==> config.mk <==
export PLATFORM = sky130hd
export DESIGN_NAME = extended_indexed_instruction_unit
export DESIGN_NICKNAME = d
export VERILOG_FILES = /design/src/include/ext_insn_pkg.sv /design/src/hw/extended_indexed_instruction_unit.sv
export SDC_FILE = /design/constraint.sdc
export NUM_CORES = 1
export LEC_CHECK = 0
export CAP_MARGIN = 20
export CORE_MARGIN = 2
export CORE_UTILIZATION = 55
export CTS_CLUSTER_DIAMETER = 40
export DETAILED_ROUTE_END_ITERATION = 16
export DONT_BUFFER_PORTS = 1
export GPL_ROUTABILITY_DRIVEN = 1
export PLACE_DENSITY = 0.7
export SLEW_MARGIN = 20
export SYNTH_ARGS = -nofsm -noshare
export SYNTH_HDL_FRONTEND = slang
export SYNTH_SLANG_ARGS = --single-unit
==> constraint.sdc <==
create_clock -name mclk -period 7.4 [get_ports mclk]
set_input_delay 1.11 -clock mclk [delete_from_list [all_inputs] [get_ports mclk]]
set_output_delay 1.11 -clock mclk [all_outputs]
set_load 0.01 [all_outputs]
==> src/include/ext_insn_pkg.sv <==
package ext_insn_pkg;

    // Instruction encodings
    localparam logic [7:0]  op_add_pointer      = 8'he8;
    localparam logic [7:0]  op_sub_pointer      = 8'he9;
    localparam logic [7:0]  op_push_literal     = 8'hea;
    localparam logic [7:0]  op_move_indexed     = 8'heb;
    localparam logic [15:0] op_call_via_working = 16'h0014;
    localparam logic [3:0]  second_word_nibble  = 4'hf;
    localparam logic [1:0]  sel_return_form     = 2'h3;
    localparam int          move_kind_bit       = 7;

    // Indirect addressing registers sit at these data addresses
    localparam logic [11:0] indirect_base_0     = 12'hfef;
    localparam logic [11:0] indirect_base_1     = 12'hfe7;
    localparam logic [11:0] indirect_base_2     = 12'hfdf;
    localparam logic [2:0]  indirect_span       = 3'h4;
    localparam logic [11:0] pointer_reset       = 12'h000;
    localparam logic [7:0]  indirect_read_value = 8'h00;
    localparam logic [20:0] return_step         = 21'h000002;

    typedef enum logic [1:0] {
        st_execute   = 2'b00,
        st_dead      = 2'b01,
        st_move_dest = 2'b10
    } phase_e;

    // Data memory request
    typedef struct packed {
        logic        read;
        logic [11:0] read_addr;
        logic        write;
        logic [11:0] write_addr;
        logic [7:0]  write_data;
    } mem_req_s;

    // Program counter and stack requests
    typedef struct packed {
        logic        load;
        logic [20:0] value;
        logic        push;
        logic [20:0] push_value;
        logic        pop_to_pc;
    } flow_req_s;

    typedef struct packed {
        phase_e      phase;
        logic        move_kind;
        logic [11:0] source_addr;
        logic [11:0] pointer_0;
        logic [11:0] pointer_1;
        logic [11:0] pointer_2;
        mem_req_s    mem;
        flow_req_s   flow;
        logic        handled;
        logic        busy;
    } unit_state_s;

endpackage : ext_insn_pkg

==> src/hw/extended_indexed_instruction_unit.sv <==
`timescale 1ns/1ps
module extended_indexed_instruction_unit (
    // Clock and reset
    input  wire logic                    mclk,
    input  wire logic                    reset,
    // Configuration
    input  wire logic                    extended_set_enable,
    // Instruction from fetch
    input  wire logic                    insn_valid,
    input  wire logic [15:0]             insn_word,
    input  wire logic [20:0]             program_counter,
    // Core registers
    input  wire logic [7:0]              working_register,
    input  wire logic [7:0]              counter_high_latch,
    input  wire logic [7:0]              counter_upper_latch,
    // Data memory read return, sampled in the same cycle that the read request is on mem_req
    input  wire logic [7:0]              mem_read_data,
    // Outputs to core
    output ext_insn_pkg::mem_req_s       mem_req,
    output ext_insn_pkg::flow_req_s      flow_req,
    output logic [11:0]                  file_select_pointer_0,
    output logic [11:0]                  file_select_pointer_1,
    output logic [11:0]                  third_pointer,
    output logic                         insn_handled,
    output logic                         insn_busy
);
    import ext_insn_pkg::*;

    unit_state_s state;
    unit_state_s next_state;

    // Word decode, shared by the execute phase
    logic        word_taken;
    logic        is_add;
    logic        is_sub;
    logic        is_pointer_op;
    logic        is_call;
    logic        is_push;
    logic        is_move;
    logic        is_operand;

    // Third pointer plus the seven-bit offset of the current word
    logic [11:0] indexed_addr;
    logic [2:0]  source_window_hit;
    logic [2:0]  dest_window_hit;
    logic        source_indirect;
    logic        dest_indirect;

    // Each window runs from its base down four slots, plus-literal slot included
    localparam logic [2:0][11:0] window_base = {indirect_base_2, indirect_base_1,
                                                indirect_base_0};

    // Disabled set: every word passes through untouched
    // Dead and operand cycles are handled by phase, not by this decode
    assign word_taken    = insn_valid && extended_set_enable;
    assign is_add        = insn_word[15:8] == op_add_pointer;
    assign is_sub        = insn_word[15:8] == op_sub_pointer;
    assign is_pointer_op = is_add || is_sub;
    assign is_call       = insn_word == op_call_via_working;
    assign is_push       = insn_word[15:8] == op_push_literal;
    assign is_move       = insn_word[15:8] == op_move_indexed;
    // An operand word met outside a move is claimed and dropped
    assign is_operand    = insn_word[15:12] == second_word_nibble;

    // Full 12-bit sum wraps inside the data space, so any byte is reachable
    assign indexed_addr  = state.pointer_2 + {5'h00, insn_word[6:0]};

    // Source and destination are matched apart: they are different addresses
    for (genvar i = 0; i < 3; i++) begin : g_window
        assign source_window_hit[i] = state.source_addr <= window_base[i]
            && state.source_addr >= window_base[i] - 12'(indirect_span);
        assign dest_window_hit[i]   = indexed_addr <= window_base[i]
            && indexed_addr >= window_base[i] - 12'(indirect_span);
    end

    assign source_indirect = |source_window_hit;
    assign dest_indirect   = |dest_window_hit;

    always_comb begin
        logic [1:0]  sel;
        logic [11:0] lit6;
        logic [11:0] sel_ptr;
        logic [11:0] moved;
        sel = insn_word[7:6];
        lit6 = {6'h00, insn_word[5:0]};
        sel_ptr = state.pointer_2;
        moved = 12'h000;
        next_state = state;
        // Pulse outputs fall back to idle unless a branch raises them
        next_state.mem = '0;
        next_state.flow = '0;
        next_state.handled = 1'b0;
        next_state.busy = 1'b0;
        case (state.phase)
            st_execute: begin
                if (word_taken) begin
                    // Selector 11 lands on the third pointer; the return is added below
                    case (sel)
                        2'h0: sel_ptr = state.pointer_0;
                        2'h1: sel_ptr = state.pointer_1;
                        default: sel_ptr = state.pointer_2;
                    endcase
                    if (is_pointer_op) begin
                        next_state.handled = 1'b1;
                        if (is_add)
                            moved = sel_ptr + lit6;
                        else
                            moved = sel_ptr - lit6;
                        case (sel)
                            2'h0: next_state.pointer_0 = moved;
                            2'h1: next_state.pointer_1 = moved;
                            default: next_state.pointer_2 = moved;
                        endcase
                        if (sel == sel_return_form) begin
                            next_state.flow.pop_to_pc = 1'b1;
                            next_state.busy = 1'b1;
                            next_state.phase = st_dead;
                        end
                    end else if (is_call) begin
                        // Working, status and bank registers are never driven here
                        next_state.handled = 1'b1;
                        next_state.flow.push = 1'b1;
                        next_state.flow.push_value = program_counter + return_step;
                        next_state.flow.load = 1'b1;
                        // Upper latch keeps only the bits that fit the 21-bit counter
                        next_state.flow.value = {5'(counter_upper_latch), counter_high_latch,
                                                 working_register};
                        next_state.busy = 1'b1;
                        next_state.phase = st_dead;
                    end else if (is_push) begin
                        next_state.handled = 1'b1;
                        next_state.mem.write = 1'b1;
                        next_state.mem.write_addr = state.pointer_2;
                        next_state.mem.write_data = insn_word[7:0];
                        next_state.pointer_2 = state.pointer_2 - 12'h001;
                    end else if (is_move) begin
                        // Source byte is read now and written in the operand cycle
                        next_state.handled = 1'b1;
                        next_state.busy = 1'b1;
                        next_state.move_kind = insn_word[move_kind_bit];
                        // Full 12-bit sum wraps inside the data space
                        next_state.source_addr = state.pointer_2
                                               + {5'h00, insn_word[6:0]};
                        next_state.mem.read = 1'b1;
                        next_state.mem.read_addr = next_state.source_addr;
                        next_state.phase = st_move_dest;
                    end else if (is_operand) begin
                        next_state.handled = 1'b1;
                    end
                end
            end
            st_dead: begin
                // Fetch of the new target overlaps this idle cycle
                next_state.handled = 1'b1;
                next_state.phase = st_execute;
            end
            st_move_dest: begin
                // Operand word, never decoded as an instruction
                next_state.handled = 1'b1;
                next_state.phase = st_execute;
                next_state.mem.write = 1'b1;
                next_state.mem.write_data = source_indirect
                                          ? indirect_read_value : mem_read_data;
                if (state.move_kind) begin
                    next_state.mem.write_addr = indexed_addr;
                    if (dest_indirect) begin
                        // Dropped write leaves the memory bus idle
                        next_state.mem = '0;
                    end
                end else begin
                    next_state.mem.write_addr = insn_word[11:0];
                end
            end
            default: next_state.phase = st_execute;
        endcase
    end

    // Every output is a flop, so the core sees clean one-cycle pulses
    always_ff @(posedge mclk or posedge reset) begin
        if (reset) begin
            state <= '{phase:       st_execute,
                       move_kind:   1'b0,
                       source_addr: 12'h000,
                       pointer_0:   pointer_reset,
                       pointer_1:   pointer_reset,
                       pointer_2:   pointer_reset,
                       mem:         '0,
                       flow:        '0,
                       handled:     1'b0,
                       busy:        1'b0};
        end else begin
            state <= next_state;
        end
    end

    // Pointers are levels; everything else pulses for one cycle
    assign mem_req               = state.mem;
    assign flow_req              = state.flow;
    assign file_select_pointer_0 = state.pointer_0;
    assign file_select_pointer_1 = state.pointer_1;
    assign third_pointer         = state.pointer_2;
    assign insn_handled          = state.handled;
    assign insn_busy             = state.busy;

endmodule : extended_indexed_instruction_unit

==> out/qor.csv <==
metric,value,unit
Syn Nets,905,
Main synth FF type,dfrtp_1,
pin count of the biggest net entering global routing,73,
Power Total,0.00175,W
actual slew at the worst max-slew pin,0.959,ns
WHS Path Cells,1,
crit path time final,4.19,ns
Overflow after GRT,0,
core footprint,13700,sq um
Worst EP required,7.67,ns
post_cts resized,0,
slew margin rel.,35.5,%
number of flops mapped to enable cells by yosys,0,
Mapped Cells,806,
Die Ht,122,um
TritonCTS buffer count,17,
"setup slack, reg-to-reg",3.94,ns
Worst Setup End Kind,register,
synth top area cells,"dfrtp_1, buf_4, o21ai_0, ha_1, nand2_1",
DR pass1 iterations,5,
worst hold slack,0.478,ns
max-slew violations,0,
cell row count,43,
# diodes,0,
# DRC,0,
GRT Util Overall,25.9,%
Setup Crit Path Kind,primary input to register,
startpoint types,primary input,
"Async S/R FF share, synth",100,%
TritonCTS clock tree,done,
final antenna-violating net count,0,
Yosys cell types,70,
RSZ-0062 raised after global routing,no,
I/O pins,190,
root buffer cell,clkbuf_16,
cts hold-fix bufs,0,
via count,5404,
worst r2r src,third_pointer[0],
reg-to-reg endpoint,mem_req[17],
Clock Skew,0.00715,ns
reg2reg path depth,9,
Hold EP,state[126],
Max-Cap Viols,0,
Final setup violation count,0,
Leakage Power,3.52,nW
Area Growth Syn to Fin,-1.47,%
Max H-tree Level,4,
fin util,54.9,%
CTS max path bufs,2,
port bufs,0,
drt via density,6.16,
Final period util,56.6,%
Final Hold Viols,0,
Die W,122,um
drt wl/cell,21.7,um
Initial DRC Count,489,
part of the Yosys area used for sequential elements,42.9,%
Die ar.,14900,sq um
# nets final,783,
Mapped Area,7640,sq um
final wirelength,19000,um
crit path max fanout,6,
buffer count from post-CTS setup fixing,0,
crit path DAT,4.46,ns
proportion of layout cells with a drive suffix above 1,8.18,%
total negative slack,0,ns
top-area cell type share of the netlist area,42.9,%
worst hold start,state[126],
Yosys top cell by area,dfrtp_1,
global-route wire length before repair,29100,um
VDD IR max,0.138,mV
clk sinks,131,
starting density of the core,55.7,%
Yosys warning count,0,
initial antenna violation count,0,
synthesized flop and latch total,131,
insertion delay to the later sink of the worst-skew pair,0.42,ns
Hold Crit Class,register to register,
Clock Pin Slew Worst Setup and Hold Paths,0.06,ns
outcome,"finished, final reports clean",
DP HPWL,14200,um
number of global-route vias before repair,5282,
power density over the cells,233,nW/um^2
fmax,239,MHz
Post-Syn Area per Cell,9.48,sq um
Routability Congestion,1.04,
[how the worst max path moves through the flow]
| stage | from | to | slack, ns | depth (start not counted) |
|---|---|---|---|---|
| 4_1_cts | insn_word[12] | third_pointer[10] | 3.23 | 12 |
| 5_1_grt | insn_word[12] | third_pointer[10] | 3.03 | 12 |
| 3_3_place_gp | insn_word[12] | third_pointer[10] | 2.83 | 12 |
| 3_5_place_dp | insn_word[12] | third_pointer[10] | 2.80 | 12 |
| 2_1_floorplan | reset | file_select_pointer_0[0] | 2.79 | 1 |
| 6_report | insn_word[12] | third_pointer[10] | 3.21 | 12 |
[where the power goes]
part / internal (W) / leakage [nW] / total [W] / switching, W
combinational: 0.0000536 / 1.40 / 0.000142 / 0.0000888
sequential: 0.000726 / 1.82 / 0.000745 / 0.0000187
clock: 0.000513 / 0.295 / 0.000867 / 0.000354
total: 0.00129 / 3.52 / 0.00175 / 0.000462
[stage by stage]
step / instances / instance area, sq um / setup slack [ns]
floorplan: 806 / 7640 / 2.79
global placement: 845 / 6920 / 2.83
global route: 877 / 7530 / 3.03
detailed placement: 845 / 6920 / 2.80
finish: 877 / 7530 / 3.21
CTS: 877 / 7530 / 3.23
[logic make-up (layout without fill, tap and decap cells)]
family | Yosys count | in the layout | share of synthesized area, %
simple gates | 247 | 247 | 16.1
fa+ha+maj | 26 | 26 | 4.45
flops | 131 | 131 | 42.9
buf+inv | 170 | 61 | 14.1
compound gates | 176 | 176 | 15.6
mux | 21 | 21 | 2.83
xor+xnor | 35 | 35 | 4.01
[flip-flops by register name, summed over array words and instances, names as in the netlist]
register and cells:
mem_req 34, file_select_pointer_0 12, insn_busy 1, state 15
flow_req 44, third_pointer 12, file_select_pointer_1 12, insn_handled 1
[per-layer routing]
layer / routed length [um] / part of all wire, % / vias up / GRT usage (%)
met5: 0 / 0 / - / 0
met2: 9300 / 49 / 266 / 42.5
met3: 1750 / 9.2 / 44 / 7.72
li1: - / - / 2431 / -
met4: 565 / 3.0 / 0 / 11.2
met1: 7420 / 39 / 2663 / 31.8
[cells in the final DEF, fill, tap and decap left out, types with 18 or more instances in the layout]
cell       n
xor2_1    18
a21oi_1   24
inv_1     22
o21ai_0   65
and2_1    30
nor2_1    60
nand2_1   70
ha_1      24
dfrtp_1  131
[critical path: stages]
cell and delay [ns]:
nand4b_1 0.20, or4_1 0.62, o21ai_0 0.33, inv_1 0.11
fa_1 0.47, nor2b_1 0.12, o21ai_0 0.11, a211o_1 0.33
a211oi_1 0.35, nor4_1 0.08, a211oi_1 0.40, o311ai_0 0.20
[cell usage after synthesis, drive strengths merged (6+ instances only)]
cell and instances:
nand2 70, nor2 61, inv 23, ha 24, a22oi 7, dfrtp 131
buf 123, and2 30, xnor2 17, a22o 10, nand3 13, mux2i 16
a21o 17, a211oi 8, xor2 18, a21oi 25, nor3 14, clkbuf 23
and3 6, o21ai 68, nand4 8, nor2b 8
[area by class of cell]
| cell class | instances | area, sq um |
|---|---|---|
| well taps | 180 | 225 |
| clock buffers | 17 | 425 |
| multi-input cells | 505 | 3290 |
| fillers | 1210 | 6190 |
| inverters | 24 | 92.6 |
| repair buffers | 5 | 37.5 |
| clock inverters | 15 | 186 |
| flip-flops and latches | 131 | 3280 |
(Power assumes the default switching activity.)
